$ cat src/pkg/wtm_pkg.sv
// =====================================================================
// shared constants and carriers
// =====================================================================
package wtm_pkg;

    // register addresses
    localparam logic [7:0] TIMER_CONTROL_ADDR    = 8'hD2;
    localparam logic [7:0] WATCHDOG_CONTROL_ADDR = 8'hD3;
    localparam logic [7:0] TIMER_REFERENCE_ADDR  = 8'hD4;
    localparam logic [7:0] TIMER_COUNT_ADDR      = 8'hD5;
    localparam logic [7:0] STAB_COUNT_ADDR       = 8'hFD;

    // values after reset
    localparam logic [7:0] TIMER_CONTROL_RST     = 8'h00;
    localparam logic [7:0] WATCHDOG_CONTROL_RST  = 8'h00;
    localparam logic [7:0] TIMER_REFERENCE_RST   = 8'h00;

    // field positions
    localparam int WD_CLEAR_BIT    = 1;
    localparam int TMR_CLEAR_BIT   = 3;
    localparam int TMR_PEND_BIT    = 0;

    // watchdog disable signature in the upper nibble
    localparam logic [3:0] WD_DISABLE_KEY = 4'hA;

    // prescaler tap masks, divide-by-n minus one
    localparam logic [11:0] DIV4096_MASK = 12'hFFF;
    localparam logic [11:0] DIV1024_MASK = 12'h3FF;
    localparam logic [11:0] DIV256_MASK  = 12'h0FF;
    localparam logic [11:0] DIV128_MASK  = 12'h07F;
    localparam logic [11:0] DIV8_MASK    = 12'h007;

    // watchdog clock select codes
    localparam logic [1:0] WD_SEL_4096 = 2'h0;
    localparam logic [1:0] WD_SEL_1024 = 2'h1;

    // timer clock select codes
    localparam logic [1:0] TM_SEL_4096 = 2'h0;
    localparam logic [1:0] TM_SEL_256  = 2'h1;
    localparam logic [1:0] TM_SEL_8    = 2'h2;

    // timer mode codes
    localparam logic [1:0] MODE_INTERVAL = 2'h0;
    localparam logic [1:0] MODE_CAP_FALL = 2'h1;
    localparam logic [1:0] MODE_CAP_RISE = 2'h2;
    localparam logic [1:0] MODE_PWM      = 2'h3;

    // counter limits
    localparam logic [7:0] COUNT_TOP     = 8'hFF;
    localparam logic [3:0] STAB_NIB_TOP  = 4'hF;

    typedef struct packed {
        logic [3:0] key;
        logic [1:0] clk_sel;
        logic       clear;
        logic       rsvd;
    } wtm_wd_ctl_t;

    typedef struct packed {
        logic [1:0] clk_sel;
        logic [1:0] mode;
        logic       clear;
        logic       ovf_en;
        logic       match_en;
        logic       pend;
    } wtm_tm_ctl_t;

endpackage
$ cat src/logic/wtm_core.sv
`timescale 1ns/1ps
module wtm_core (
    // clock and reset
    input  wire logic       clock,
    input  wire logic       sys_rst,
    // register port
    input  wire logic [7:0] reg_addr,
    input  wire logic       reg_wr_en,
    input  wire logic       reg_rd_en,
    input  wire logic [7:0] reg_wr_data,
    output logic      [7:0] reg_rd_data,
    // power management
    input  wire logic       stop_enter,
    input  wire logic       ext_wake,
    output logic            cpu_clock_enable,
    output logic            stab_done,
    output logic            watchdog_reset,
    // timer pins
    input  wire logic       capture_select,
    input  wire logic       timer_ext_clock_in,
    input  wire logic       timer_capture_in,
    output logic            timer_pulse_out,
    // timer interrupts
    input  wire logic       overflow_irq_ack,
    output logic            timer_overflow_irq,
    output logic            timer_match_irq
);

    // =================================================================
    // register decode
    // =================================================================
    wtm_pkg::wtm_wd_ctl_t wd_ctl_r;
    wtm_pkg::wtm_tm_ctl_t tm_ctl_r;
    logic [11:0]          wd_pre_r;
    logic [11:0]          tm_pre_r;
    logic [7:0]           stab_cnt_r;
    logic [7:0]           tm_cnt_r;
    logic [7:0]           tm_ref_r;
    logic                 stopped_r;
    logic                 stab_active_r;
    logic                 tm_pend_r;
    logic                 ovf_pend_r;
    logic                 ext_q_r;
    logic                 cap_q_r;
    logic                 pulse_r;

    logic wr_wd;
    logic wr_tm;
    logic wr_ref;
    logic wd_clear;
    logic wake_now;
    logic tm_clear;
    assign wr_wd    = reg_wr_en && (reg_addr == wtm_pkg::WATCHDOG_CONTROL_ADDR);
    assign wr_tm    = reg_wr_en && (reg_addr == wtm_pkg::TIMER_CONTROL_ADDR);
    assign wr_ref   = reg_wr_en && (reg_addr == wtm_pkg::TIMER_REFERENCE_ADDR);
    assign wake_now = stopped_r && ext_wake;
    assign wd_clear = (wr_wd && reg_wr_data[wtm_pkg::WD_CLEAR_BIT]) || wake_now;
    assign tm_clear = wr_tm && reg_wr_data[wtm_pkg::TMR_CLEAR_BIT];

    // =================================================================
    // watchdog stage
    // =================================================================
    logic [11:0] wd_mask;
    logic        wd_tick;
    logic        stab_end;
    logic        wd_enabled;

    always_comb begin
        case (wd_ctl_r.clk_sel)
            wtm_pkg::WD_SEL_4096: wd_mask = wtm_pkg::DIV4096_MASK;
            wtm_pkg::WD_SEL_1024: wd_mask = wtm_pkg::DIV1024_MASK;
            default:              wd_mask = wtm_pkg::DIV128_MASK;
        endcase
    end

    // oscillator is stopped in stop mode, so nothing counts
    assign wd_tick    = !stopped_r && !wd_clear && ((wd_pre_r & wd_mask) == wd_mask);
    assign wd_enabled = (wd_ctl_r.key != wtm_pkg::WD_DISABLE_KEY);
    assign stab_end   = stab_active_r && wd_tick && (stab_cnt_r[3:0] == wtm_pkg::STAB_NIB_TOP);

    always_ff @(posedge clock or posedge sys_rst) begin
        if (sys_rst) begin
            wd_ctl_r <= wtm_pkg::WATCHDOG_CONTROL_RST;
        end else if (wr_wd) begin
            wd_ctl_r       <= reg_wr_data;
            wd_ctl_r.clear <= 1'b0;
            wd_ctl_r.rsvd  <= 1'b0;
        end
    end

    always_ff @(posedge clock or posedge sys_rst) begin
        if (sys_rst) begin
            wd_pre_r <= 12'h000;
        end else if (wd_clear) begin
            wd_pre_r <= 12'h000;
        end else if (!stopped_r) begin
            wd_pre_r <= wd_pre_r + 12'h001;
        end
    end

    always_ff @(posedge clock or posedge sys_rst) begin
        if (sys_rst) begin
            stab_cnt_r <= 8'h00;
        end else if (wd_clear) begin
            stab_cnt_r <= 8'h00;
        end else if (wd_tick) begin
            stab_cnt_r <= stab_cnt_r + 8'h01;
        end
    end

    // stop mode entry and external wake
    always_ff @(posedge clock or posedge sys_rst) begin
        if (sys_rst) begin
            stopped_r <= 1'b0;
        end else if (wake_now) begin
            stopped_r <= 1'b0;
        end else if (stop_enter) begin
            stopped_r <= 1'b1;
        end
    end

    // stabilization window, also after chip reset
    always_ff @(posedge clock or posedge sys_rst) begin
        if (sys_rst) begin
            stab_active_r <= 1'b1;
        end else if (wake_now) begin
            stab_active_r <= 1'b1;
        end else if (stab_end) begin
            stab_active_r <= 1'b0;
        end
    end

    always_ff @(posedge clock or posedge sys_rst) begin
        if (sys_rst) begin
            watchdog_reset <= 1'b0;
            stab_done      <= 1'b0;
        end else begin
            watchdog_reset <= wd_enabled && wd_tick && (stab_cnt_r == wtm_pkg::COUNT_TOP);
            stab_done      <= stab_end;
        end
    end

    assign cpu_clock_enable = !stab_active_r && !stopped_r;

    // =================================================================
    // general timer
    // =================================================================
    logic       tm_tick;
    logic       ext_rise;
    logic       cap_in;
    logic       cap_evt;
    logic       match_now;
    logic       match_evt;
    logic       ovf_evt;
    logic       is_interval;

    assign ext_rise    = timer_ext_clock_in && !ext_q_r;
    assign cap_in      = capture_select && timer_capture_in;
    assign is_interval = (tm_ctl_r.mode == wtm_pkg::MODE_INTERVAL);
    assign match_now   = (tm_cnt_r == tm_ref_r);

    always_comb begin
        case (tm_ctl_r.clk_sel)
            wtm_pkg::TM_SEL_4096: tm_tick = &(tm_pre_r | ~wtm_pkg::DIV4096_MASK);
            wtm_pkg::TM_SEL_256:  tm_tick = &(tm_pre_r | ~wtm_pkg::DIV256_MASK);
            wtm_pkg::TM_SEL_8:    tm_tick = &(tm_pre_r | ~wtm_pkg::DIV8_MASK);
            default:              tm_tick = ext_rise;
        endcase
    end

    always_comb begin
        case (tm_ctl_r.mode)
            wtm_pkg::MODE_CAP_RISE: cap_evt = cap_in && !cap_q_r;
            wtm_pkg::MODE_CAP_FALL: cap_evt = !cap_in && cap_q_r;
            default:                cap_evt = 1'b0;
        endcase
    end

    // match in interval and pwm modes
    assign match_evt = tm_tick && !tm_clear && match_now && !stopped_r
                       && (is_interval || (tm_ctl_r.mode == wtm_pkg::MODE_PWM));
    assign ovf_evt   = tm_tick && !tm_clear && !stopped_r && (tm_cnt_r == wtm_pkg::COUNT_TOP)
                       && !(is_interval && match_now);

    // input history for edge detectors
    always_ff @(posedge clock or posedge sys_rst) begin
        if (sys_rst) begin
            ext_q_r <= 1'b0;
            cap_q_r <= 1'b0;
        end else begin
            ext_q_r <= timer_ext_clock_in;
            cap_q_r <= cap_in;
        end
    end

    // free running timer prescaler
    always_ff @(posedge clock or posedge sys_rst) begin
        if (sys_rst) begin
            tm_pre_r <= 12'h000;
        end else if (!stopped_r) begin
            tm_pre_r <= tm_pre_r + 12'h001;
        end
    end

    // control resets to zero; mode field
    always_ff @(posedge clock or posedge sys_rst) begin
        if (sys_rst) begin
            tm_ctl_r <= wtm_pkg::TIMER_CONTROL_RST;
        end else if (wr_tm) begin
            tm_ctl_r       <= reg_wr_data;
            tm_ctl_r.clear <= 1'b0;
            tm_ctl_r.pend  <= 1'b0;
        end
    end

    always_ff @(posedge clock or posedge sys_rst) begin
        if (sys_rst) begin
            tm_cnt_r <= 8'h00;
        end else if (tm_clear) begin
            tm_cnt_r <= 8'h00;
        end else if (tm_tick && !stopped_r) begin
            if (is_interval && match_now) begin
                tm_cnt_r <= 8'h00;
            end else begin
                tm_cnt_r <= tm_cnt_r + 8'h01;
            end
        end
    end

    // capture has priority over a software write
    always_ff @(posedge clock or posedge sys_rst) begin
        if (sys_rst) begin
            tm_ref_r <= wtm_pkg::TIMER_REFERENCE_RST;
        end else if (cap_evt) begin
            tm_ref_r <= tm_cnt_r;
        end else if (wr_ref) begin
            tm_ref_r <= reg_wr_data;
        end
    end

    // set wins over a clearing write; write zero clears
    always_ff @(posedge clock or posedge sys_rst) begin
        if (sys_rst) begin
            tm_pend_r <= 1'b0;
        end else if (match_evt || cap_evt) begin
            tm_pend_r <= 1'b1;
        end else if (wr_tm && !reg_wr_data[wtm_pkg::TMR_PEND_BIT]) begin
            tm_pend_r <= 1'b0;
        end
    end

    always_ff @(posedge clock or posedge sys_rst) begin
        if (sys_rst) begin
            ovf_pend_r <= 1'b0;
        end else if (ovf_evt) begin
            ovf_pend_r <= 1'b1;
        end else if (overflow_irq_ack) begin
            ovf_pend_r <= 1'b0;
        end
    end

    always_ff @(posedge clock or posedge sys_rst) begin
        if (sys_rst) begin
            pulse_r <= 1'b0;
        end else if (tm_ctl_r.mode == wtm_pkg::MODE_PWM) begin
            pulse_r <= (tm_ref_r > tm_cnt_r);
        end else if (match_evt) begin
            pulse_r <= !pulse_r;
        end
    end

    assign timer_pulse_out    = pulse_r;
    // match irq gated by its enable
    assign timer_match_irq    = tm_pend_r && tm_ctl_r.match_en;
    assign timer_overflow_irq = ovf_pend_r && tm_ctl_r.ovf_en;

    // register read, one cycle after the strobe; unmapped reads zero
    always_ff @(posedge clock or posedge sys_rst) begin
        if (sys_rst) begin
            reg_rd_data <= 8'h00;
        end else if (reg_rd_en) begin
            case (reg_addr)
                wtm_pkg::TIMER_CONTROL_ADDR:    reg_rd_data <= {tm_ctl_r[7:1], tm_pend_r};
                wtm_pkg::WATCHDOG_CONTROL_ADDR: reg_rd_data <= wd_ctl_r;
                wtm_pkg::TIMER_REFERENCE_ADDR:  reg_rd_data <= tm_ref_r;
                wtm_pkg::TIMER_COUNT_ADDR:      reg_rd_data <= tm_cnt_r;
                wtm_pkg::STAB_COUNT_ADDR:       reg_rd_data <= stab_cnt_r;
                default:                        reg_rd_data <= 8'h00;
            endcase
        end
    end
endmodule

$ cat config.mk
export PLATFORM = sky130hd
export DESIGN_NAME = wtm_core
export DESIGN_NICKNAME = d
export VERILOG_FILES = /design/src/pkg/wtm_pkg.sv /design/src/logic/wtm_core.sv
export SDC_FILE = /design/constraint.sdc
export NUM_CORES = 1
export LEC_CHECK = 0
export BUFFER_PORTS_ARGS = -buffer_cell sky130_fd_sc_hd__buf_2
export CAP_MARGIN = 20
export CORE_MARGIN = 8
export CORE_UTILIZATION = 40
export CTS_BUF_LIST = sky130_fd_sc_hd__clkbuf_16
export CTS_CLUSTER_SIZE = 14
export DETAILED_ROUTE_END_ITERATION = 10
export GPL_TIMING_DRIVEN = 1
export PLACE_DENSITY_LB_ADDON = 0.05
export REMOVE_ABC_BUFFERS = 1
export SLEW_MARGIN = 40
export SYNTH_ARGS = -nofsm -noshare
export SYNTH_HDL_FRONTEND = slang
export SYNTH_SLANG_ARGS = --single-unit
$ cat constraint.sdc
create_clock -name clock -period 6.5 [get_ports clock]
set_clock_uncertainty 0.2 [all_clocks]
set_input_delay 1.625 -clock clock [delete_from_list [all_inputs] [get_ports clock]]
set_output_delay 1.625 -clock clock [all_outputs]
set_load 0.02 [all_outputs]
# Word level (Yosys, flattened, before mapping)
# Index checks and enable logic that the tools add are counted.
# classes
bitwise,1
div,0
n_shift,0
n_addsub,4
n_mul,0
n_reduce_logical,56
n_mux,23
n_eq_ne,18
n_lt_le_gt_ge,1
# ops
cell,n
8-bit equality test (second input constant),7
8-bit 2-to-1 mux,7
8-bit case mux with 5 select lines,1
1-bit logical AND,29
12-bit by 1-bit adder with 12-bit output (second input constant),2
12-bit 2-to-1 mux,2
12-bit case mux with 2 select lines,1
8-bit by 1-bit adder with 8-bit output (second input constant),2
2-bit nonzero test,8
12-bit bitwise AND,1
12-bit equality test,1
12-bit AND reduction,1
1-bit zero test,10
1-bit 2-to-1 mux,10
8-bit equality test,1
8-bit > comparator,1
8-bit AND reduction,1
2-bit by 1-bit equality test with 1-bit output (second input constant),3
2-bit equality test (second input constant),3
2-bit zero test,3
4-bit equality test (second input constant),1
4-bit inequality test (second input constant),1
1-bit logical OR,3
1-bit case mux with 3 select lines,1
other kinds (3),3
# totals
n_memories,0
latchBits,0
out_inout_bits,14
register_bits,77
in_bits,26
ram_bits,0
romBits,0

# Logic depth before layout (Yosys ltp)
# Gate-level depths: netlist (run 1).
# logic_depth
ltp_word,11
mapped_depth,8

# Worst setup path after synthesis (run 1)
# Ideal clock, no wire load.
# synth_path
path_kind,input to register
from,input port reg_addr[3]
to,register stab_cnt_r[0]
t_arrival_ns,3.257
setup_ns,0.125
t_required_ns,6.175
path_buffers,1
slack_ns,2.919
stages,5
path_cell_list,or4b_4 > or4_4 > and3_4 > buf_4 > mux2_2
# synth_via
elab_chain_cells,8
# synth_rtl
item,line,source
from (decl),wtm_core.sv:7,"input wire logic [7:0] reg_addr,"
8-bit equality test *,wtm_core.sv:53,assign wr_wd = reg_wr_en && (reg_addr == wtm_pkg::WATCHDOG_CONTROL_ADDR);
1-bit logical AND *,wtm_core.sv:53,
1-bit logical AND *,wtm_core.sv:57,assign wd_clear = (wr_wd && reg_wr_data[wtm_pkg::WD_CLEAR_BIT]) || wake_now;
1-bit logical OR *,wtm_core.sv:57,
1-bit zero test,wtm_core.sv:77,assign wd_tick = !stopped_r && !wd_clear && ((wd_pre_r & wd_mask) == wd_mask);
1-bit logical AND (2 in a row),wtm_core.sv:77,
2-bit nonzero test (no line),--,
to (signal assigned),wtm_core.sv:107,stab_cnt_r <= stab_cnt_r + 8'h01;
to (decl),wtm_core.sv:36,logic [7:0] stab_cnt_r;
# Mark *: on every way between the ends. The rest lies on a longest branch, timed or not.
# A chain may end at the register's enable or synchronous reset.

# Worst setup path after layout (run 1)
# layout_path
from,input port reg_addr[3]
to,register pulse_r (netlist: timer_pulse_out)
# layout_via
elab_chain_cells,9
# layout_rtl
item,line,source
8-bit equality test,wtm_core.sv:54,assign wr_tm = reg_wr_en && (reg_addr == wtm_pkg::TIMER_CONTROL_ADDR);
1-bit logical AND,wtm_core.sv:54,
1-bit logical AND,wtm_core.sv:58,assign tm_clear = wr_tm && reg_wr_data[wtm_pkg::TMR_CLEAR_BIT];
1-bit zero test,wtm_core.sv:180,assign match_evt = tm_tick && !tm_clear && match_now && !stopped_r
1-bit logical AND (3 in a row),wtm_core.sv:180,
1-bit logical AND,wtm_core.sv:181,&& (is_interval || (tm_ctl_r.mode == wtm_pkg::MODE_PWM));
2-bit nonzero test (no line),--,
to (signal assigned),wtm_core.sv:266,pulse_r <= (tm_ref_r > tm_cnt_r);
to (signal assigned),wtm_core.sv:268,pulse_r <= !pulse_r;
to (decl),wtm_core.sv:45,logic pulse_r;
# Every way passes these cells.

==> results of run 1 <==
## per-layer routing
layer,vias to the layer above,GRT usage [%]
met1,1506,22.3
met4,0,4.73
met5,-,0
li1,1453,-
met3,11,4.53
met2,74,23.2
## through the flow
step / utilization, % / worst slack [ns]
2_1_floorplan: - / 2.40
3_3_place_gp: 44.7 / 2.31
3_5_place_dp: 44.9 / 2.54
4_1_cts: 47.9 / 2.89
5_1_grt: 47.9 / 2.82
6_report: 47.9 / 2.90
## worst reg2reg max path, cell delays in order, from the launching register on
cell      delay, ns
dfrtp_1        0.47
inv_1          0.11
ha_1           0.18
and3_1         0.17
o21ai_2        0.54
a21boi_2       0.57
mux2_2         0.40
## power by group through the flow
stage	sequential [mW]	clock, mW	combinational (mW)
finish	0.593	0.483	0.194
global route	0.600	0.516	0.222
CTS	0.591	0.495	0.197
detailed placement	0.599	0	0.195
global placement	0.598	0	0.190
floorplan	0.589	0	0.134
## registers in the layout (all words and copies together), names as in the netlist
| register | count |
|---|---|
| wd_ctl_r | 6 |
| cap_q_r | 1 |
| tm_pend_r | 1 |
| ovf_pend_r | 1 |
| tm_cnt_r | 8 |
| ext_q_r | 1 |
| timer_pulse_out | 1 |
| stopped_r | 1 |
| tm_pre_r | 12 |
| stab_done | 1 |
| watchdog_reset | 1 |
| reg_rd_data | 8 |
| tm_ref_r | 8 |
| wd_pre_r | 12 |
| stab_active_r | 1 |
| stab_cnt_r | 8 |
| tm_ctl_r | 6 |
## cells by family (layout without fill, tap and decap cells)
group / after synthesis / count (layout) / share of synthesized area [%]
flip-flops: 77 / 77 / 48.7
AND/OR/NAND/NOR: 124 / 124 / 16.8
adder cells (fa/ha/maj): 17 / 17 / 5.37
XOR/XNOR: 24 / 24 / 5.31
AO/OA/AOI/OAI: 73 / 73 / 12.8
buffers and inverters: 27 / 78 / 2.69
multiplexers: 30 / 30 / 8.38
## final timing paths
check                                   to  cells after the start  slack (ns)   startpoint
max                        timer_pulse_out                      6        2.90  reg_addr[3]
min                            tm_pre_r[7]                      1        0.27  tm_pre_r[7]
max reg2reg                    tm_ref_r[3]                      6        3.76  tm_ctl_r[5]
min reg2reg                    tm_pre_r[7]                      1        0.27  tm_pre_r[7]
max in group asynchronous    stab_cnt_r[4]                      3        4.33      sys_rst
min in group asynchronous      wd_pre_r[6]                      3        1.25      sys_rst
## cell usage in the layout, fill, tap and decap left out, types with 6 or more instances in the layout
| cell | netlist | layout |
|---|---|---|
| dfrtp_1 | 76 | 76 |
| buf_2 | 1 | 39 |
| nand2_1 | 28 | 28 |
| mux2_2 | 25 | 25 |
| nor2_1 | 23 | 23 |
| inv_1 | 20 | 19 |
| o21ai_0 | 17 | 17 |
| ha_1 | 17 | 17 |
| xnor2_1 | 14 | 14 |
| and3_1 | 13 | 13 |
| nand3_1 | 13 | 13 |
| a22oi_1 | 11 | 11 |
| a21oi_1 | 10 | 10 |
| xor2_1 | 10 | 10 |
| a31oi_1 | 9 | 9 |
| clkbuf_16 | 0 | 9 |
| nor3_1 | 8 | 7 |
| and2_1 | 6 | 6 |
## final cells by class
cell class / instances / area (um2)
Clock buffer: 9 / 225
Fill cell: 915 / 5040
Sequential cell: 77 / 1930
Inverter: 20 / 76.3
Timing Repair Buffer: 42 / 221
Multi-Input combinational cell: 268 / 1970
Tap cell: 133 / 166
Clock inverter: 7 / 56.3
==> results_dict.tcl, run 1 <==
set metrics [dict create \
    status "completed" \
    initial_core_util_pct 40.9 \
    finalMaxSlewViolations 0 \
    grt_pass1_wl_um 16000 \
    tightest_slew_ns 0.716 \
    num_vias 3044 \
    end_kind "flop" \
    die_w_um 115 \
    path_max_fanout 9 \
    track_usage_pct 15.9 \
    dieArea_um2 13300 \
    setup_viol 0 \
    yosys_warnings 0 \
    cts.sinks 77 \
    critPathArrivalTime_ns 3.61 \
    rows 36 \
    finalHoldViolCount 0 \
    tns_ns 0 \
    hpwl_um 7290 \
    grt_antenna_before_repair 0 \
    initialDrtViolationCount 272 \
    ys_ff_latch 77 \
    grt_pass1_vias 2979 \
    postCtsHoldBufs 0 \
    ir_drop_uv 195 \
    first_pass_iters 7 \
    met3_length_um 557 \
    rsz0062_at_grt "no" \
    internal_power_mw 0.915 \
    total_power_mw 1.27 \
    cts_buffer_depth 2 \
    die_y_um 115 \
    cts_resized 0 \
    numCtsBuffers 9 \
    grt_max_degree 78 \
    path_clk_slew_ns 0.06 \
    cts-root-buf "clkbuf_16" \
    cp-start-kind "input pin" \
    syn_inst 372 \
    synth_ff_type "dfrtp_1" \
    wl_met1_um 4820 \
    postRouteWirelength_um 9980 \
    drcViolationCount 0 \
    path_cells "buf_2 -> or4b_4 -> or3_1 -> o2111ai_1 -> xor2_1 -> o22ai_1" \
    cpMaxStageDelayCell "or3_1" \
    critPathTopFamily "simple AND/OR/NAND/NOR gates" \
    netlist.area_leader.share_pct 48.0 \
    finalCriticalPeriod_ns 3.60 \
    avgSynthCellArea_um2 10.6 \
    pwr-share-comb_pct 15.3 \
    fin_nets 461 \
    postRouteAntennaNets 0 \
    synth.distinct_cells 53 \
    post_cts_buffers 0 \
    async_flop_share_pct 100 \
    crit_type "in2reg" \
    synth.largest_area_cell "dfrtp_1" \
    max_clock_freq_mhz 278 \
    cap_violations 0 \
    period_share_pct 55.3 \
    hold_path.class "reg2reg" \
    clock_power_share_pct 38.0 \
    drive_above_1_share_pct 22.5 \
    placed_area_um2 4350 \
    cp.buffers_inverters 1 \
    cp_data_required_time_ns 6.51 \
    fp.coreArea_um2 9680 \
    ys_seq_area_share_pct 48.7 \
    ys_top_cells_by_area "dfrtp_1 (48%), mux2_2 (7.1%), ha_1 (5.4%)" \
    clk_latency_ns 0.34 \
    dpl.cell_count 540 \
    n_antenna_cell 0 \
    top_layer_used "met4" \
    place_congestion 0.810 \
    p_per_area_nw_per_um2 274 \
    h-tree-depth 3 \
    tritoncts "done" \
    area_growth_pct 17.2 \
    holdWs_ns 0.274 \
    io_pins 40 \
    yosysMostFrequentCell "dfrtp_1" \
    viasPerCell 5.47 \
    slew_headroom_pct 52.3 \
    routedWlPerCell_um 17.9 \
    design_area_um2 4640 \
    power.share.switching_pct 27.9 \
    route.met2.wl_um 4480 \
    p_sw_mw 0.355 \
    p_leak_nw 2.19 \
    synth_area_um2 3960 \
    final_cells 556 \
    seq_power_share_pct 46.7 \
    synth_common_cells "dfrtp_1 (76), nand2_1 (28), mux2_2 (25)" \
    critPathMaxStageDelay_ns 0.61 \
    synth_edf_count 0 \
    io_buffers 39 \
    globalRoute.totalOverflow 0 \
]
Note: power is estimated with default switching activity, not from simulation.
==> inputs of run 2 (changes only) <==
==> constraint.sdc (replaced) <==
create_clock -name clock -period 3.59 [get_ports clock]
set_clock_uncertainty 0.2 [all_clocks]
set_input_delay 0.8975 -clock clock [delete_from_list [all_inputs] [get_ports clock]]
set_output_delay 0.8975 -clock clock [all_outputs]
set_load 0.02 [all_outputs]
==> run 2 against run 1 <==
Largest power group unchanged. Total power up 80%. Sequential share of layout area down 0.19 points. Core utilization up 0.22 points.
==> results_dict.tcl, run 2 (synthesis results as in run 1) <==
set metrics [dict create \
    rsz0062_at_grt "no" \
    cts-root-buf "clkbuf_16" \
    end_kind "flop" \
    tns_ns 0 \
    placed_area_um2 4380 \
    cap_violations 0 \
    drive_above_1_share_pct 22.7 \
    max_clock_freq_mhz 361 \
    hp-start "tm_pre_r[7]" \
    io_pins 40 \
    final_common_cell "dfrtp_1" \
    ir_drop_uv 257 \
    numCtsBuffers 9 \
    hpwl_um 7510 \
    h-tree-depth 3 \
    cts_resized 0 \
    path_clk_slew_ns 0.06 \
    first_pass_iters 4 \
    dieArea_um2 13300 \
    r2r_slack_ns 1.08 \
    slew_headroom_pct 58.4 \
    grt_max_degree 40 \
    num_vias 3018 \
    initial_core_util_pct 40.9 \
    finalCriticalPeriod_ns 2.77 \
    finalHoldViolCount 0 \
    place_congestion 0.835 \
    cp-start-kind "input pin" \
    cts_buffer_depth 2 \
    grt_pass1_vias 3031 \
    globalRoute.totalOverflow 0 \
    p_leak_nw 2.21 \
    routedWlPerCell_um 18.0 \
    post_cts_buffers 0 \
    period_share_pct 77.1 \
    postRouteAntennaNets 0 \
    io_buffers 39 \
    track_usage_pct 16.1 \
    tightest_slew_ns 0.623 \
    grt_pass1_wl_um 16400 \
    layout_common_cells "dfrtp_1 (76), buf_2 (39), nand2_1 (28)" \
    area_growth_pct 17.8 \
    path_max_fanout 14 \
    viasPerCell 5.38 \
    fin_nets 466 \
    fp.coreArea_um2 9680 \
    worstReg2RegEnd "ovf_pend_r" \
    die_w_um 115 \
    postCtsHoldBufs 0 \
    grt_antenna_before_repair 0 \
    status "completed" \
    tritoncts "done" \
    largest_registers "tm_pre_r: 12 flops, wd_pre_r: 12 flops" \
    holdPathStages 1 \
    initialDrtViolationCount 207 \
    drcViolationCount 0 \
    setup_viol 0 \
    die_y_um 115 \
    rr_worst_depth 7 \
    cts.sinks 77 \
    p_per_area_nw_per_um2 492 \
    design_area_um2 4660 \
    crit_type "in2reg" \
    hold_path.class "reg2reg" \
    finalMaxSlewViolations 0 \
    clk_latency_ns 0.33 \
    r2r_start "tm_pre_r[0]" \
    critPathArrivalTime_ns 2.77 \
    min_to "tm_pre_r[7]" \
    rows 36 \
    n_antenna_cell 0 \
    cp_data_required_time_ns 3.60 \
    postRouteWirelength_um 10100 \
]
[run 2: cell types whose count changed in the layout (fill, tap and decap cells not counted), sizes merged]
cell      previous run  this run
buf                 42        47
clkinv               7         4
inv                 19        21
clkinvlp             0         1
[run 2: report_power, final]
| part | total (mW) | internal, mW | switching, mW |
|---|---|---|---|
| Sequential | 1.07 | 0.966 | 0.103 |
| Combinational | 0.350 | 0.165 | 0.185 |
| Clock | 0.872 | 0.528 | 0.344 |
| Total | 2.29 | 1.66 | 0.632 |
[run 2: worst max-delay path by stage]
stage	to	slack (ns)	startpoint
after global placement	stab_cnt_r[7]	0.51	reg_addr[3]
after detailed placement	stab_cnt_r[7]	0.47	reg_addr[3]
after global routing	timer_pulse_out	0.72	reg_addr[3]
after floorplan	stab_cnt_r[7]	0.21	reg_addr[3]
final	stab_cnt_r[7]	0.82	reg_addr[3]
after CTS	stab_cnt_r[7]	0.83	reg_addr[3]
[run 2: final cells by class]
class / instances / area [um2]
Clock buffer: 9 / 225
Clock inverter: 7 / 58.8
Fill cell: 913 / 5020
Inverter: 20 / 77.6
Timing Repair Buffer: 47 / 268
Multi-Input combinational cell: 268 / 1940
Tap cell: 133 / 166
Sequential cell: 77 / 1930
[run 2: worst max-delay path, stage by stage]
cell and delay [ns]:
buf_2 0.12, or4b_4 0.58, or4_4 0.53, and3_4 0.22, and3_1 0.17, a221o_1 0.25
[run 2: through the flow]
stage	setup slack [ns]	hold slack, ns	power, mW	util, %	instances
after floorplan	0.213	0.239	1.31	-	365
after global placement	0.506	0.260	1.43	45.1	545
after detailed placement	0.473	0.273	1.44	45.2	545
after CTS	0.827	0.284	2.32	48.1	561
after global routing	0.718	0.298	2.43	48.1	561
final	0.822	0.279	2.29	48.1	561
[run 2: per-layer routing]
metal  vias up  global-route usage, %  part of all wire (%)
li1       1462                      -                     -
met5         -                      0                     0
met3         4                   5.52                   5.5
met1      1486                   22.3                    50
met2        66                   23.3                    44
met4         0                   4.29                  0.73
==> inputs of run 3 (changes only) <==
--- a/config.mk
+++ b/config.mk
@@ -5,6 +5,7 @@
 export SDC_FILE = /design/constraint.sdc
 export NUM_CORES = 1
 export LEC_CHECK = 0
+export ABC_AREA = 1
 export BUFFER_PORTS_ARGS = -buffer_cell sky130_fd_sc_hd__buf_2
 export CAP_MARGIN = 20
 export CORE_MARGIN = 8
==> constraint.sdc (replaced) <==
create_clock -name clock -period 2.6 [get_ports clock]
set_clock_uncertainty 0.2 [all_clocks]
set_input_delay 0.65 -clock clock [delete_from_list [all_inputs] [get_ports clock]]
set_output_delay 0.65 -clock clock [all_outputs]
set_load 0.02 [all_outputs]
==> run 3 against run 2 <==
Cell area rose by 4.6%. First-iteration DRC count fell by 22%. Die area rose by 5.1%. Sequential share of layout area fell by 1.8 points. Critical endpoint is now tm_cnt_r[2]. Largest power group unchanged.
==> results_dict.tcl, run 3 <==
set metrics [dict create \
    netlist.area_leader.share_pct 45.3 \
    async_flop_share_pct 100 \
    ir_drop_uv 395 \
    final_cells 715 \
    grt_pass1_wl_um 17700 \
    first_pass_iters 4 \
    die_w_um 118 \
    critPathMaxStageDelay_ns 0.43 \
    rsz0062_at_grt "no" \
    track_usage_pct 15.5 \
    cp.buffers_inverters 1 \
    hold_path.class "in2async" \
    syn_inst 523 \
    globalRoute.totalOverflow 0 \
    synth_ff_type "dfrtp_1" \
    p_sw_mw 1.10 \
    tritoncts "done" \
    hpwl_um 8160 \
    setup_viol 0 \
    finalHoldViolCount 0 \
    cts_resized 0 \
    pwr-share-comb_pct 20.1 \
    finalMaxSlewViolations 0 \
    fillCellCount 1040 \
    synth_area_um2 4190 \
    avgSynthCellArea_um2 8.02 \
    synth.largest_area_cell "dfrtp_1" \
    finalCriticalPeriod_ns 2.02 \
    slew_headroom_pct 69.4 \
    layout_common_cells "nand2_1 (109), dfrtp_1 (76), inv_1 (74)" \
    synth_common_cells "nand2_1 (109), dfrtp_1 (76), inv_1 (73)" \
    r2r_slack_ns 0.58 \
    multiInputGateArea_um2 1950 \
    end_kind "flop" \
    postRouteWirelength_um 10500 \
    power.share.switching_pct 31.8 \
    dpl.cell_count 699 \
    h-tree-depth 3 \
    rows 37 \
    worstReg2RegEnd "tm_cnt_r[2]" \
    final_util_pct 47.7 \
    io_pins 40 \
    seqCellArea_um2 1930 \
    cp_data_required_time_ns 2.60 \
    io_buffers 39 \
    post_cts_buffers 0 \
    yosysMostFrequentCell "nand2_1" \
    seq_power_share_pct 45.0 \
    cts-root-buf "clkbuf_16" \
    cts_buffer_depth 2 \
    use_met3_pct 2.95 \
    grt_antenna_before_repair 0 \
    postRouteAntennaNets 0 \
    initialDrtViolationCount 162 \
    num_vias 3481 \
    ys_seq_area_share_pct 46.0 \
    n_antenna_cell 0 \
    cts.sinks 77 \
    viasPerCell 4.87 \
    drcViolationCount 0 \
    cp-start-kind "flop" \
    largest_registers "tm_pre_r: 12 flops, wd_pre_r: 12 flops" \
    tightest_slew_ns 0.458 \
    drive_above_1_share_pct 13.8 \
    total_power_mw 3.46 \
    die_y_um 118 \
    path_max_fanout 9 \
    ys_ff_latch 77 \
    path_clk_slew_ns 0.06 \
    path_depth 7 \
    fp.coreArea_um2 10200 \
    cpMaxStageDelayCell "dfrtp_1" \
    period_share_pct 77.8 \
    clk_latency_ns 0.33 \
    postCtsHoldBufs 0 \
    cap_violations 0 \
    r2r_start "tm_cnt_r[3]" \
    grt_pass1_vias 3581 \
    rr_worst_depth 7 \
    holdWs_ns 0.120 \
    fin_nets 617 \
    synth_edf_count 0 \
    met1_usage_pct 20.9 \
    path_cells "inv_1 -> ha_1 -> nand2_1 -> nor2_1 -> nand3_1 -> nand3_1 -> o21ai_0" \
    startpoint "tm_cnt_r[3]" \
    clock_power_share_pct 35.0 \
    cp_common_cell "nand3_1" \
    internal_power_mw 2.36 \
    cp-endpoint "tm_cnt_r[2]" \
    max_clock_freq_mhz 495 \
    status "completed" \
    p_per_area_nw_per_um2 711 \
    area_growth_pct 16.3 \
    crit_type "reg2reg" \
    final_common_cell "nand2_1" \
    dieArea_um2 14000 \
    ys_top_cells_by_area "dfrtp_1 (45%), nand2_1 (9.8%), inv_1 (6.5%)" \
    routedWlPerCell_um 14.7 \
    initial_core_util_pct 41.0 \
    critPathArrivalTime_ns 2.03 \
    critPathTopFamily "simple AND/OR/NAND/NOR gates" \
    grt_max_degree 39 \
    numCtsBuffers 9 \
    top_usage_layer "met2" \
    yosys_warnings 0 \
    place_congestion 0.878 \
    met2_usage_pct 24.8 \
    synth.distinct_cells 34 \
    p_leak_nw 2.46 \
]
-- run 3: cell types whose count changed in the layout (fill, tap and decap cells not counted), moves of 6 or more --
cell	delta
a31oi_1	-7
inv_1	+54
mux2_2	-23
a21oi_1	+21
a22oi_1	-11
nand4_1	+7
nand3_1	+15
and3_1	-12
nor2_1	+36
xnor2_1	-7
nand2_1	+81
o21ai_0	+31
and2_1	-6
-- run 3: worst min-delay path by stage --
stage / depth (start not counted) / start / to
6_report: 2 / sys_rst / wd_pre_r[3]
5_1_grt: 2 / sys_rst / tm_pre_r[5]
4_1_cts: 2 / sys_rst / wd_pre_r[0]
3_5_place_dp: 1 / wd_pre_r[11] / wd_pre_r[11]
3_3_place_gp: 1 / wd_pre_r[9] / wd_pre_r[9]
2_1_floorplan: 1 / wd_pre_r[9] / wd_pre_r[9]
-- run 3: logic make-up after synthesis --
family	after synthesis	synth area share, %
compound gates	96	12.3
xor+xnor	19	3.97
fa+ha+maj	17	5.07
buf+inv	80	7.46
flops	77	46.0
mux	3	0.895
simple gates	231	24.3
-- run 3: layout make-up --
type | instances | share of cell area [%]
clock buffer | 9 | 4.62
clock inverter | 7 | 1.23
inverter | 74 | 5.72
multi-input combinational | 366 | 40.1
sequential | 77 | 39.5
tap | 136 | 3.49
timing repair buffer | 46 | 5.34
-- run 3: power by group through the flow --
stage | Combinational, mW | Sequential (mW) | Clock (mW)
6_report | 0.695 | 1.56 | 1.21
5_1_grt | 0.817 | 1.59 | 1.29
4_1_cts | 0.708 | 1.56 | 1.23
3_5_place_dp | 0.706 | 1.58 | 0
3_3_place_gp | 0.685 | 1.58 | 0
2_1_floorplan | 0.494 | 1.52 | 0
-- run 3: per-layer routing --
metal / wire length, um / share of wire, %
met3: 361 / 3.4
met5: 0 / 0
met1: 5220 / 50
met4: 102 / 0.97
met2: 4820 / 46
-- run 3: through the flow --
stage / worst slack, ns / instance area, um2 / TNS, ns
final: 0.578 / 4880 / 0
after global routing: 0.356 / 4880 / 0
after CTS: 0.560 / 4880 / 0
after detailed placement: 0.355 / 4590 / 0
after global placement: 0.384 / 4590 / 0
after floorplan: -0.215 / 4160 / -16.34
